**config.mk**
```make
export PLATFORM = sky130hd
export DESIGN_NAME = pirq_flags
export DESIGN_NICKNAME = d
export VERILOG_FILES = /design/src/verilog/pirq_pkg.sv /design/src/verilog/pirq_flags.sv /design/src/verilog/pirq_flag_reg.sv /design/src/verilog/pirq_req_gate.sv
export SDC_FILE = /design/constraint.sdc
export NUM_CORES = 1
export LEC_CHECK = 0
export ABC_AREA = 1
export BUFFER_PORTS_ARGS = -buffer_cell sky130_fd_sc_hd__buf_2
export CAP_MARGIN = 20
export CORE_ASPECT_RATIO = 1.4
export CORE_MARGIN = 1.5
export CORE_UTILIZATION = 30
export CTS_CLUSTER_DIAMETER = 200
export CTS_CLUSTER_SIZE = 30
export DETAILED_ROUTE_END_ITERATION = 12
export GPL_ROUTABILITY_DRIVEN = 0
export PLACE_DENSITY = 0.58
export SETUP_SLACK_MARGIN = 0.3
export SLEW_MARGIN = 25
export SYNTH_ARGS = -nofsm -noshare
export SYNTH_HDL_FRONTEND = slang
export SYNTH_SLANG_ARGS = --single-unit
export TNS_END_PERCENT = 5
```
**constraint.sdc**
```tcl
create_clock -name clk_i -period 0.8 [get_ports clk_i]
set_input_delay 0.04 -clock clk_i [delete_from_list [all_inputs] [get_ports clk_i]]
set_output_delay 0.04 -clock clk_i [all_outputs]
set_load 0.05 [all_outputs]
```
**src/verilog/pirq_pkg.sv**
```systemverilog
package pirq_pkg;

   // Bus and data widths of the register port.
   localparam int unsigned PIRQ_DW    = 8;
   localparam int unsigned PIRQ_AW    = 4;
   localparam int unsigned PIRQ_NBANK = 3;

   // Register offsets on the plain register port.
   localparam logic [3:0] PIRQ_OFS_FLAGS_B = 4'h0;
   localparam logic [3:0] PIRQ_OFS_FLAGS_C = 4'h1;
   localparam logic [3:0] PIRQ_OFS_FLAGS_D = 4'h2;
   localparam logic [3:0] PIRQ_OFS_EN_B    = 4'h4;
   localparam logic [3:0] PIRQ_OFS_EN_C    = 4'h5;
   localparam logic [3:0] PIRQ_OFS_EN_D    = 4'h6;
   localparam logic [3:0] PIRQ_OFS_CORE    = 4'h7;

   // Implemented bit positions of each bank; the other positions read as zero.
   localparam logic [7:0] PIRQ_MASK_B = 8'hFD;
   localparam logic [7:0] PIRQ_MASK_C = 8'h7A;
   localparam logic [7:0] PIRQ_MASK_D = 8'h33;

   // Reset values.
   localparam logic [7:0] PIRQ_RST_FLAGS = 8'h00;
   localparam logic [7:0] PIRQ_RST_EN    = 8'h00;
   localparam logic       PIRQ_RST_PEN   = 1'h0;

   // Field positions in bank b.
   localparam int unsigned PIRQ_BIT_OSC_FAIL   = 7;
   localparam int unsigned PIRQ_BIT_CMP_TWO    = 6;
   localparam int unsigned PIRQ_BIT_CMP_ONE    = 5;
   localparam int unsigned PIRQ_BIT_NV_DONE    = 4;
   localparam int unsigned PIRQ_BIT_SER_A_COLL = 3;
   localparam int unsigned PIRQ_BIT_LCD        = 2;
   localparam int unsigned PIRQ_BIT_CAPCMP_TWO = 0;
   // Field positions in bank c.
   localparam int unsigned PIRQ_BIT_CAPCMP_FIVE  = 6;
   localparam int unsigned PIRQ_BIT_CAPCMP_FOUR  = 5;
   localparam int unsigned PIRQ_BIT_CAPCMP_THREE = 4;
   localparam int unsigned PIRQ_BIT_TIMER_SIX    = 3;
   localparam int unsigned PIRQ_BIT_TIMER_FOUR   = 1;
   // Field positions in bank d.
   localparam int unsigned PIRQ_BIT_USART_B_RX   = 5;
   localparam int unsigned PIRQ_BIT_USART_B_TX   = 4;
   localparam int unsigned PIRQ_BIT_SER_B_COLL   = 1;
   localparam int unsigned PIRQ_BIT_SER_B_EVT    = 0;
   // Peripheral enable position in the core control register.
   localparam int unsigned PIRQ_BIT_PERIPH_EN    = 6;

   typedef logic [7:0]           pirq_byte_t;
   typedef pirq_byte_t [2:0]     pirq_bank_t;

   // Bank index 0 is b, 1 is c, 2 is d.
   localparam pirq_bank_t PIRQ_IMPL_MASK = {PIRQ_MASK_D, PIRQ_MASK_C, PIRQ_MASK_B};
   localparam logic [3:0] PIRQ_FLAG_OFS [0:2] = '{PIRQ_OFS_FLAGS_B, PIRQ_OFS_FLAGS_C,
                                                  PIRQ_OFS_FLAGS_D};
   localparam logic [3:0] PIRQ_EN_OFS [0:2]   = '{PIRQ_OFS_EN_B, PIRQ_OFS_EN_C,
                                                  PIRQ_OFS_EN_D};

   // One request of the register port.
   typedef struct packed {
      logic [3:0] addr;
      logic [7:0] wr_data;
      logic       wr;
      logic       rd;
   } pirq_bus_req_t;

   // One-cycle event strobes from the peripherals.
   typedef struct packed {
      logic osc_fail;
      logic comparator_two;
      logic comparator_one;
      logic nv_write_done;
      logic serial_a_collision;
      logic lcd_driver;
      logic capcmp_two;
      logic capcmp_five;
      logic capcmp_four;
      logic capcmp_three;
      logic timer_six_match;
      logic timer_four_match;
      logic usart_b_rx;
      logic usart_b_tx;
      logic serial_b_collision;
      logic serial_b_event;
   } pirq_evt_t;

endpackage

```
**src/verilog/pirq_flags.sv**
```systemverilog
// Overview of operation
// - Flags set regardless of any enable bit.
// - Flag reads one while pending, else zero.
// - Every reset clears all three flag registers.
// - Unimplemented bit positions always read zero.
// - Bank b bit 7: oscillator failure flag.
// - Bank b bits 6, 5: comparators two, one.
// - Bank b bit 4: nonvolatile write done.
// - Bank b bit 3: serial port a collision.
// - Bank b bit 2: LCD driver flag.
// - Bank b bit 0: capture/compare two flag.
// - Bank c bits 6-4: capture/compare five-three.
// - Bank c bit 3: timer six period match.
// - Bank c bit 1: timer four period match.
// - Bank d bits 5, 4: USART b rx, tx.
// - Bank d bit 1: serial port b collision.
// - Request needs own enable and peripheral enable.
module pirq_flags
   import pirq_pkg::*;
(
   // Clock and reset.
   input  wire logic          clk_i,
   input  wire logic          sys_rst_i,
   // Register port.
   input  wire pirq_bus_req_t bus_req_i,
   output logic [7:0]         rd_data_o,
   // Peripheral events.
   input  wire pirq_evt_t     evt_i,
   // Gated interrupt request.
   output logic               periph_irq_req_o
);

   typedef struct packed {
      logic [7:0] rd_data;
      logic       periph_en;
   } pirq_state_t;

   pirq_state_t state_reg;
   pirq_state_t state_next;

   pirq_bank_t  set_vec;
   pirq_bank_t  flags;
   pirq_bank_t  enables;
   logic [2:0]  flag_wr;
   logic [2:0]  en_wr;
   logic        core_wr;

   // True for a request aimed at a given offset.
   function automatic logic addr_hit(input pirq_bus_req_t req, input logic [3:0] ofs);
      addr_hit = (req.addr == ofs);
   endfunction

   // Maps each peripheral event onto its bank and bit position.
   function automatic pirq_bank_t events_to_set(input pirq_evt_t e);
      pirq_bank_t s;
      s = '0;
      s[0][PIRQ_BIT_OSC_FAIL]      = e.osc_fail;
      s[0][PIRQ_BIT_CMP_TWO]       = e.comparator_two;
      s[0][PIRQ_BIT_CMP_ONE]       = e.comparator_one;
      s[0][PIRQ_BIT_NV_DONE]       = e.nv_write_done;
      s[0][PIRQ_BIT_SER_A_COLL]    = e.serial_a_collision;
      s[0][PIRQ_BIT_LCD]           = e.lcd_driver;
      s[0][PIRQ_BIT_CAPCMP_TWO]    = e.capcmp_two;
      s[1][PIRQ_BIT_CAPCMP_FIVE]   = e.capcmp_five;
      s[1][PIRQ_BIT_CAPCMP_FOUR]   = e.capcmp_four;
      s[1][PIRQ_BIT_CAPCMP_THREE]  = e.capcmp_three;
      s[1][PIRQ_BIT_TIMER_SIX]     = e.timer_six_match;
      s[1][PIRQ_BIT_TIMER_FOUR]    = e.timer_four_match;
      s[2][PIRQ_BIT_USART_B_RX]    = e.usart_b_rx;
      s[2][PIRQ_BIT_USART_B_TX]    = e.usart_b_tx;
      s[2][PIRQ_BIT_SER_B_COLL]    = e.serial_b_collision;
      s[2][PIRQ_BIT_SER_B_EVT]     = e.serial_b_event;
      return s;
   endfunction

   // Events feed the flags directly; no enable is consulted here.
   assign set_vec = events_to_set(evt_i);

   // Write strobes per register.
   assign core_wr = bus_req_i.wr && addr_hit(bus_req_i, PIRQ_OFS_CORE);

   // Flag and enable registers share one stored-bit module.
   for (genvar g = 0; g < PIRQ_NBANK; g++) begin : g_bank
      assign flag_wr[g] = bus_req_i.wr && addr_hit(bus_req_i, PIRQ_FLAG_OFS[g]);
      assign en_wr[g]   = bus_req_i.wr && addr_hit(bus_req_i, PIRQ_EN_OFS[g]);

      // Set wins over a written zero inside the register.
      pirq_flag_reg #(
         .WIDTH (PIRQ_DW),
         .IMPL  (PIRQ_IMPL_MASK[g]),
         .RST   (PIRQ_RST_FLAGS)
      ) u_flag (
         .clk_i     (clk_i),
         .sys_rst_i (sys_rst_i),
         .wr_en_i   (flag_wr[g]),
         .wr_data_i (bus_req_i.wr_data),
         .set_i     (set_vec[g]),
         .value_o   (flags[g])
      );

      pirq_flag_reg #(
         .WIDTH (PIRQ_DW),
         .IMPL  (PIRQ_IMPL_MASK[g]),
         .RST   (PIRQ_RST_EN)
      ) u_enable (
         .clk_i     (clk_i),
         .sys_rst_i (sys_rst_i),
         .wr_en_i   (en_wr[g]),
         .wr_data_i (bus_req_i.wr_data),
         .set_i     ('0),
         .value_o   (enables[g])
      );
   end

   // Request gating against the flag enables and the peripheral enable.
   pirq_req_gate u_gate (
      .clk_i       (clk_i),
      .sys_rst_i   (sys_rst_i),
      .flags_i     (flags),
      .enables_i   (enables),
      .periph_en_i (state_reg.periph_en),
      .req_o       (periph_irq_req_o)
   );

   // Read data appears for exactly one cycle after the read strobe.
   always_comb begin
      state_next         = state_reg;
      state_next.rd_data = 8'h00;
      if (core_wr) begin
         state_next.periph_en = bus_req_i.wr_data[PIRQ_BIT_PERIPH_EN];
      end
      if (bus_req_i.rd) begin
         case (bus_req_i.addr)
            PIRQ_OFS_FLAGS_B: state_next.rd_data = flags[0];
            PIRQ_OFS_FLAGS_C: state_next.rd_data = flags[1];
            PIRQ_OFS_FLAGS_D: state_next.rd_data = flags[2];
            PIRQ_OFS_EN_B:    state_next.rd_data = enables[0];
            PIRQ_OFS_EN_C:    state_next.rd_data = enables[1];
            PIRQ_OFS_EN_D:    state_next.rd_data = enables[2];
            PIRQ_OFS_CORE: begin
               state_next.rd_data                     = 8'h00;
               state_next.rd_data[PIRQ_BIT_PERIPH_EN] = state_reg.periph_en;
            end
            default:          state_next.rd_data = 8'h00;
         endcase
      end
   end

   // Every reset clears the local state as well as the banks.
   always_ff @(posedge clk_i) begin
      if (sys_rst_i) begin
         state_reg.rd_data   <= 8'h00;
         state_reg.periph_en <= PIRQ_RST_PEN;
      end else begin
         state_reg <= state_next;
      end
   end

   assign rd_data_o = state_reg.rd_data;

   // Checks on the flag banks and the request gate.

   a_osc_fail_set: assert property (@(posedge clk_i) disable iff (sys_rst_i)
      evt_i.osc_fail |=> flags[0][PIRQ_BIT_OSC_FAIL])
      else $error("Oscillator failure event did not set its flag.");

   a_comparator_set: assert property (@(posedge clk_i) disable iff (sys_rst_i)
      (evt_i.comparator_two || evt_i.comparator_one) |=>
      (flags[0][PIRQ_BIT_CMP_TWO] == $past(evt_i.comparator_two) ||
       flags[0][PIRQ_BIT_CMP_TWO]) &&
      (flags[0][PIRQ_BIT_CMP_ONE] || !$past(evt_i.comparator_one)))
      else $error("Comparator event did not set its flag.");

   a_nv_done_set: assert property (@(posedge clk_i) disable iff (sys_rst_i)
      evt_i.nv_write_done |=> flags[0][PIRQ_BIT_NV_DONE])
      else $error("Write completion event did not set its flag.");

   a_serial_a_coll: assert property (@(posedge clk_i) disable iff (sys_rst_i)
      evt_i.serial_a_collision |=> flags[0][PIRQ_BIT_SER_A_COLL])
      else $error("Serial port a collision did not set its flag.");

   a_lcd_set: assert property (@(posedge clk_i) disable iff (sys_rst_i)
      evt_i.lcd_driver |=> flags[0][PIRQ_BIT_LCD])
      else $error("LCD event did not set its flag.");

   a_capcmp_two_set: assert property (@(posedge clk_i) disable iff (sys_rst_i)
      evt_i.capcmp_two |=> flags[0][PIRQ_BIT_CAPCMP_TWO])
      else $error("Capture compare two event did not set its flag.");

   a_capcmp_c_set: assert property (@(posedge clk_i) disable iff (sys_rst_i)
      (evt_i.capcmp_five || evt_i.capcmp_four || evt_i.capcmp_three) |=>
      (flags[1][PIRQ_BIT_CAPCMP_FIVE] || !$past(evt_i.capcmp_five)) &&
      (flags[1][PIRQ_BIT_CAPCMP_FOUR] || !$past(evt_i.capcmp_four)) &&
      (flags[1][PIRQ_BIT_CAPCMP_THREE] || !$past(evt_i.capcmp_three)))
      else $error("Capture compare event did not set its flag.");

   a_timer_six_set: assert property (@(posedge clk_i) disable iff (sys_rst_i)
      evt_i.timer_six_match |=> flags[1][PIRQ_BIT_TIMER_SIX])
      else $error("Timer six match did not set its flag.");

   a_timer_four_set: assert property (@(posedge clk_i) disable iff (sys_rst_i)
      evt_i.timer_four_match |=> flags[1][PIRQ_BIT_TIMER_FOUR])
      else $error("Timer four match did not set its flag.");

   a_usart_b_set: assert property (@(posedge clk_i) disable iff (sys_rst_i)
      evt_i.usart_b_rx && !evt_i.usart_b_tx && !flags[2][PIRQ_BIT_USART_B_TX] &&
      !bus_req_i.wr |=> flags[2][PIRQ_BIT_USART_B_RX] && !flags[2][PIRQ_BIT_USART_B_TX])
      else $error("USART b receive event landed on the wrong bit.");

   a_serial_b_coll: assert property (@(posedge clk_i) disable iff (sys_rst_i)
      evt_i.serial_b_collision |=> flags[2][PIRQ_BIT_SER_B_COLL])
      else $error("Serial port b collision did not set its flag.");

   a_serial_b_evt: assert property (@(posedge clk_i) disable iff (sys_rst_i)
      evt_i.serial_b_event |=> flags[2][PIRQ_BIT_SER_B_EVT])
      else $error("Serial port b event did not set its flag.");

   a_unimpl_bits_zero: assert property (@(posedge clk_i) disable iff (sys_rst_i)
      bus_req_i.rd && bus_req_i.addr == PIRQ_OFS_FLAGS_C |=>
      (rd_data_o & ~PIRQ_MASK_C) == 8'h00)
      else $error("Unimplemented flag bit read as one.");

   a_reset_clears: assert property (@(posedge clk_i) disable iff (sys_rst_i)
      $fell(sys_rst_i) |-> flags == '0 && !periph_irq_req_o && rd_data_o == 8'h00)
      else $error("Flags not clear after reset.");

   a_read_returns: assert property (@(posedge clk_i) disable iff (sys_rst_i)
      bus_req_i.rd && bus_req_i.addr == PIRQ_OFS_FLAGS_D |=> rd_data_o == $past(flags[2]))
      else $error("Flag read did not return the pending state.");

   a_flag_holds: assert property (@(posedge clk_i) disable iff (sys_rst_i)
      flags[1][PIRQ_BIT_TIMER_SIX] && !flag_wr[1] |=> flags[1][PIRQ_BIT_TIMER_SIX])
      else $error("Flag dropped without a software write.");

   a_event_wins: assert property (@(posedge clk_i) disable iff (sys_rst_i)
      flag_wr[0] && !bus_req_i.wr_data[PIRQ_BIT_LCD] && evt_i.lcd_driver
      |=> flags[0][PIRQ_BIT_LCD])
      else $error("Event lost against a clearing write.");

   a_write_clears: assert property (@(posedge clk_i) disable iff (sys_rst_i)
      flag_wr[0] && !bus_req_i.wr_data[PIRQ_BIT_LCD] && !evt_i.lcd_driver
      |=> !flags[0][PIRQ_BIT_LCD])
      else $error("Written zero did not clear the flag.");

   a_irq_gated: assert property (@(posedge clk_i) disable iff (sys_rst_i)
      periph_irq_req_o |-> $past(state_reg.periph_en) && ($past(flags & enables) != '0))
      else $error("Request raised without both enables.");

   a_irq_raised: assert property (@(posedge clk_i) disable iff (sys_rst_i)
      state_reg.periph_en && (flags & enables) != '0 |=> periph_irq_req_o)
      else $error("Enabled pending flag gave no request.");

   // Flag, read path, reset and request checks; the reset check runs without a disable on purpose.

   a_usart_b_tx_set: assert property (@(posedge clk_i) disable iff (sys_rst_i)
      evt_i.usart_b_tx |=> flags[2][PIRQ_BIT_USART_B_TX])
      else $error("USART b transmit event did not set its flag.");

   a_unimpl_b_zero: assert property (@(posedge clk_i) disable iff (sys_rst_i)
      bus_req_i.rd && bus_req_i.addr == PIRQ_OFS_FLAGS_B |=>
      (rd_data_o & ~PIRQ_MASK_B) == 8'h00)
      else $error("Unimplemented bank b bit read as one.");

   a_unimpl_d_zero: assert property (@(posedge clk_i) disable iff (sys_rst_i)
      bus_req_i.rd && bus_req_i.addr == PIRQ_OFS_FLAGS_D |=>
      (rd_data_o & ~PIRQ_MASK_D) == 8'h00)
      else $error("Unimplemented bank d bit read as one.");

   a_read_b_returns: assert property (@(posedge clk_i) disable iff (sys_rst_i)
      bus_req_i.rd && bus_req_i.addr == PIRQ_OFS_FLAGS_B |=> rd_data_o == $past(flags[0]))
      else $error("Bank b read did not return the pending state.");

   a_read_c_returns: assert property (@(posedge clk_i) disable iff (sys_rst_i)
      bus_req_i.rd && bus_req_i.addr == PIRQ_OFS_FLAGS_C |=> rd_data_o == $past(flags[1]))
      else $error("Bank c read did not return the pending state.");

   a_rd_idle_zero: assert property (@(posedge clk_i) disable iff (sys_rst_i)
      !bus_req_i.rd |=> rd_data_o == 8'h00)
      else $error("Read data stood without a read strobe.");

   a_no_spurious_set: assert property (@(posedge clk_i) disable iff (sys_rst_i)
      !flags[1][PIRQ_BIT_TIMER_FOUR] && !evt_i.timer_four_match && !flag_wr[1] |=>
      !flags[1][PIRQ_BIT_TIMER_FOUR])
      else $error("Flag rose with no event and no write.");

   a_set_ignores_en: assert property (@(posedge clk_i) disable iff (sys_rst_i)
      evt_i.lcd_driver && !enables[0][PIRQ_BIT_LCD] && !state_reg.periph_en |=>
      flags[0][PIRQ_BIT_LCD])
      else $error("Disabled source failed to set its flag.");

   a_osc_fail_holds: assert property (@(posedge clk_i) disable iff (sys_rst_i)
      flags[0][PIRQ_BIT_OSC_FAIL] && !flag_wr[0] |=> flags[0][PIRQ_BIT_OSC_FAIL])
      else $error("Oscillator failure flag dropped without a write.");

   a_reset_clears_all: assert property (@(posedge clk_i)
      sys_rst_i |=> flags == '0 && enables == '0 && !periph_irq_req_o && rd_data_o == 8'h00)
      else $error("Reset did not clear the register state.");

   a_core_write: assert property (@(posedge clk_i) disable iff (sys_rst_i)
      core_wr |=> state_reg.periph_en == $past(bus_req_i.wr_data[PIRQ_BIT_PERIPH_EN]))
      else $error("Peripheral enable did not take the written value.");

   a_irq_needs_en: assert property (@(posedge clk_i) disable iff (sys_rst_i)
      !state_reg.periph_en |=> !periph_irq_req_o)
      else $error("Request raised with the peripheral enable off.");

   a_req_drops: assert property (@(posedge clk_i) disable iff (sys_rst_i)
      (flags & enables) == '0 |=> !periph_irq_req_o)
      else $error("Request stood with no enabled pending flag.");

   a_en_read_d: assert property (@(posedge clk_i) disable iff (sys_rst_i)
      bus_req_i.rd && bus_req_i.addr == PIRQ_OFS_EN_D |=> rd_data_o == $past(enables[2]))
      else $error("Enable read did not return the stored value.");

endmodule

```
**src/verilog/pirq_flag_reg.sv**
```systemverilog
module pirq_flag_reg
   import pirq_pkg::*;
#(
   parameter int unsigned  WIDTH = 8,
   parameter logic [7:0]   IMPL  = 8'hFF,
   parameter logic [7:0]   RST   = 8'h00
) (
   // Clock and reset.
   input  wire logic             clk_i,
   input  wire logic             sys_rst_i,
   // Software write.
   input  wire logic             wr_en_i,
   input  wire logic [WIDTH-1:0] wr_data_i,
   // Hardware set.
   input  wire logic [WIDTH-1:0] set_i,
   // Stored value.
   output logic      [WIDTH-1:0] value_o
);

   typedef struct packed {
      logic [WIDTH-1:0] value;
   } pirq_fr_state_t;

   pirq_fr_state_t state_reg;
   pirq_fr_state_t state_next;

   // The mask only covers an eight bit register.
   if (WIDTH != 8) begin : g_bad_width
      $error("pirq_flag_reg supports only WIDTH of 8");
   end

   // A write stores its data, a set in the same cycle overrides a written zero.
   always_comb begin
      state_next = state_reg;
      if (wr_en_i) begin
         state_next.value = wr_data_i;
      end
      state_next.value = (state_next.value | set_i) & IMPL;
   end

   // Every reset source clears the register.
   always_ff @(posedge clk_i) begin
      if (sys_rst_i) begin
         state_reg.value <= RST & IMPL;
      end else begin
         state_reg <= state_next;
      end
   end

   assign value_o = state_reg.value;

endmodule

```
**src/verilog/pirq_req_gate.sv**
```systemverilog
module pirq_req_gate
   import pirq_pkg::*;
(
   // Clock and reset.
   input  wire logic       clk_i,
   input  wire logic       sys_rst_i,
   // Pending flags and their enables.
   input  wire pirq_bank_t flags_i,
   input  wire pirq_bank_t enables_i,
   input  wire logic       periph_en_i,
   // Registered request.
   output logic            req_o
);

   typedef struct packed {
      logic req;
   } pirq_rg_state_t;

   pirq_rg_state_t state_reg;
   pirq_rg_state_t state_next;

   // A pending flag counts only with its own enable and the peripheral enable.
   always_comb begin
      state_next     = state_reg;
      state_next.req = periph_en_i && ((flags_i & enables_i) != '0);
   end

   // Registering the request keeps the output glitch free.
   always_ff @(posedge clk_i) begin
      if (sys_rst_i) begin
         state_reg.req <= 1'b0;
      end else begin
         state_reg <= state_next;
      end
   end

   assign req_o = state_reg.req;

endmodule

```
==> impl_metrics.toml <==
[yosys]
yosysTopAreaCell = "dfxtp_1"
ys_warn_count = 0
ys_ff_latch = 42
ys_types = 19
synth_ff_type = "dfxtp_1"
muxShareOfSynthArea = 0
synthTopCellsByCount = "nand2_1, dfxtp_1, nand3_1"
synth_edf_count = 0
ys_seq_area_frac = 0.412
yosysMostFrequentCell = "nand2_1"
synthesis.nets = 332
synth-xor-area-share = 0
synth.avg_cell_area_sq_um = 6.80
synth_compound_area_frac = 0.0736
syn_area_sq_mm = 0.00204
synthAdderAreaFrac = 0
async_flop_share = 0
synth_top_area_share = 0.412
synthCells = 300
synthTopCellsByArea = "dfxtp_1, nand2_1, nand3_1"
synth_top_family_by_area = "simple AND/OR/NAND/NOR gates"
synth_simple_gate_area_frac = 0.420

[worst_setup_path]
crit_arrival_ns = 1.10
endpoint_kind = "flip-flop"
startpoint = "g_bank[2].u_flag.value_o[1]$_SDFF_PP0_"
path_max_fanout = 3
critPathKind = "reg -> reg"
reg2reg_from = "g_bank[2].u_flag.value_o[1]$_SDFF_PP0_"
start_kind = "flip-flop"
crit_top_cell = "nand2_1"
cp.required_ns = 1.01
crit_buf_inv = 0
path_cells = "nand2_1, nand2_1, nor2_2, nand2_1, nor2_1, nor2_1"
crit_slowest_cell = "dfxtp_2"
crit_family = "simple AND/OR/NAND/NOR gates"
cpPeakStageDelay_ns = 0.34

[timing]
slew_violations = 0
max_clock_freq_ghz = 1.12
setup_viol = 13
period_share = 1.12
fin_hold_ws_ns = -0.00570
final.setup.tns_ns = -0.380
fin_crit_ns = 0.895
maxSlewHeadroom = 0.747
worst_pin_slew_ns = 0.378
skew_ns = 0.00722
finalHoldViolations = 1
grt_setup_unrepaired = "true"
worst_slack_ns = -0.0950

[clock_tree]
ctsRootBufferMaster = "clkbuf_8"
cts_made_buffers = 5
htree_num_levels = 2
cts_buffer_depth = 2
cts.reportedPaths.clkPinSlew_ns = 0.09
cts_tree = "done"
clk_latency_ns = 0.30
clock-sinks = 42

[routing]
num_vias = 2221
drc = 0
wl_mm = 6.64
viasPerCell = 4.98
firstDrtPassIters = 5
wl_per_cell_microns = 14.9
drtIter0Drc = 117
antenna_left = 0

[finish]
drive_gt1_frac = 0.481
synthToLayoutAreaGrowth_pct = 54.3
antenna_cells = 0
final_util = 0.479
fill_cells = 658
register_area_sq_um = 891
nets = 403
multi_input_area_sq_mm = 0.00122

[power]
p_comb_frac = 0.167
ir_drop_v = 0.000764
power.density_mw_per_mm2 = 1510
p_sw_mw = 1.28
pwr-share-seq = 0.472
p_clk_frac = 0.362
p_sw_frac = 0.268
internal-power_mw = 3.49
p_leak_nw = 1.39

[floorplan]
die-width_microns = 72.7
io_pins = 41
die_h_microns = 101
rows = 35
initial_utilization = 0.310
dieArea_sq_mm = 0.00731
core_area_sq_mm = 0.00657

[run_status]
violations = "negative hold slack, negative setup slack"
status = "finished with violations"

[worst_hold_path]
min_from = "bus_req_i[9]"
min_path_type = "in -> reg"

[global_routing]
grt_pass1_vias = 2273
grt_use_total = 0.200
grt_max_degree = 16
gr-total-overflow = 0
antenna_found_initial = 0
grt_pass1_wl_mm = 11.2

[placement]
io_buffer_count = 40
place_hpwl_mm = 4.75
pre_cts_slack_ns = -0.284

[job]
maxCapViolCount = 0
-- metrics by stage --
step / hold slack (ns) / total power [mW] / cells / instance area (sq um)
floorplan: 0.109 / 2.58 / 300 / 2080
finish: -0.00570 / 4.77 / 446 / 3150
CTS: -0.00182 / 4.74 / 446 / 3060
global placement: 0.309 / 2.92 / 436 / 2590
global route: 0.00500 / 4.96 / 446 / 3150
detailed placement: 0.316 / 2.92 / 436 / 2590
-- power by group through the flow --
stage | Sequential (mW) | Combinational (mW) | Clock, mW
finish | 2.25 | 0.794 | 1.72
global route | 2.26 | 0.866 | 1.83
floorplan | 2.27 | 0.313 | 0
detailed placement | 2.28 | 0.647 | 0
global placement | 2.28 | 0.641 | 0
CTS | 2.25 | 0.758 | 1.74
-- cells in the final DEF (no fill, tap or decap), types with 13 or more instances in the layout --
master    netlist  final
nand2_1        86     76
dfxtp_2         0     40
buf_2           9     26
inv_1          26     24
nand3_1        39     23
buf_4           2     23
buf_6           0     18
nand4_1        16     16
nand3b_1       16     16
nor2_1         20     15
nand3_2         2     13
-- per-layer routing --
metal | part of all wire | vias up | global-route usage
met2 | 0.55 | 36 | 0.363
met3 | 0.022 | 13 | 0.0240
met5 | 0 | - | 0
li1 | - | 1124 | -
met4 | 0.027 | 0 | 0.107
met1 | 0.40 | 1048 | 0.222
-- cell families (layout without fill, tap and decap cells) --
group                  Yosys count  after routing
and+or+nand+nor                182            182
DFF                             42             42
buffers and inverters           46            118
AOI/OAI and AO/OA               30             30
-- final timing paths --
check                                                                  end  slack, ns  cells after the start
worst max register to register                     u_gate.req_o$_SDFF_PP0_      -0.09                      6
worst max-delay path                               u_gate.req_o$_SDFF_PP0_      -0.09                      6
worst min-delay path            g_bank[0].u_enable.value_o[7]$_SDFFE_PP0P_     -0.006                      3
worst min register to register  g_bank[0].u_enable.value_o[3]$_SDFFE_PP0P_       0.47                      2
-- worst register-to-register path, stage by stage, from the launching register on --
cell,delay (ns)
dfxtp_2,0.34
nand2_1,0.06
nand2_1,0.06
nor2_2,0.13
nand2_1,0.08
nor2_1,0.09
nor2_1,0.04
-- repair_timing --
| action | CTS | global route |
|---|---|---|
| cloned | 0 | 0 |
| endpoints found under the setup margin | 51 | 51 |
| resized for setup | 121 | 24 |
| setup buffers | 2 | 0 |
| pin swaps | 53 | 26 |
| endpoints found under the hold margin | 1 | 0 |
-- cell type report --
type	instances	share of cell area
multi-input combinational	212	0.388
clock buffer	6	0.0231
timing repair buffer	79	0.226
sequential	42	0.283
clock inverter	2	0.0119
tap	74	0.0294
inverter	31	0.0390
Note: power is estimated with default switching activity, not from simulation.
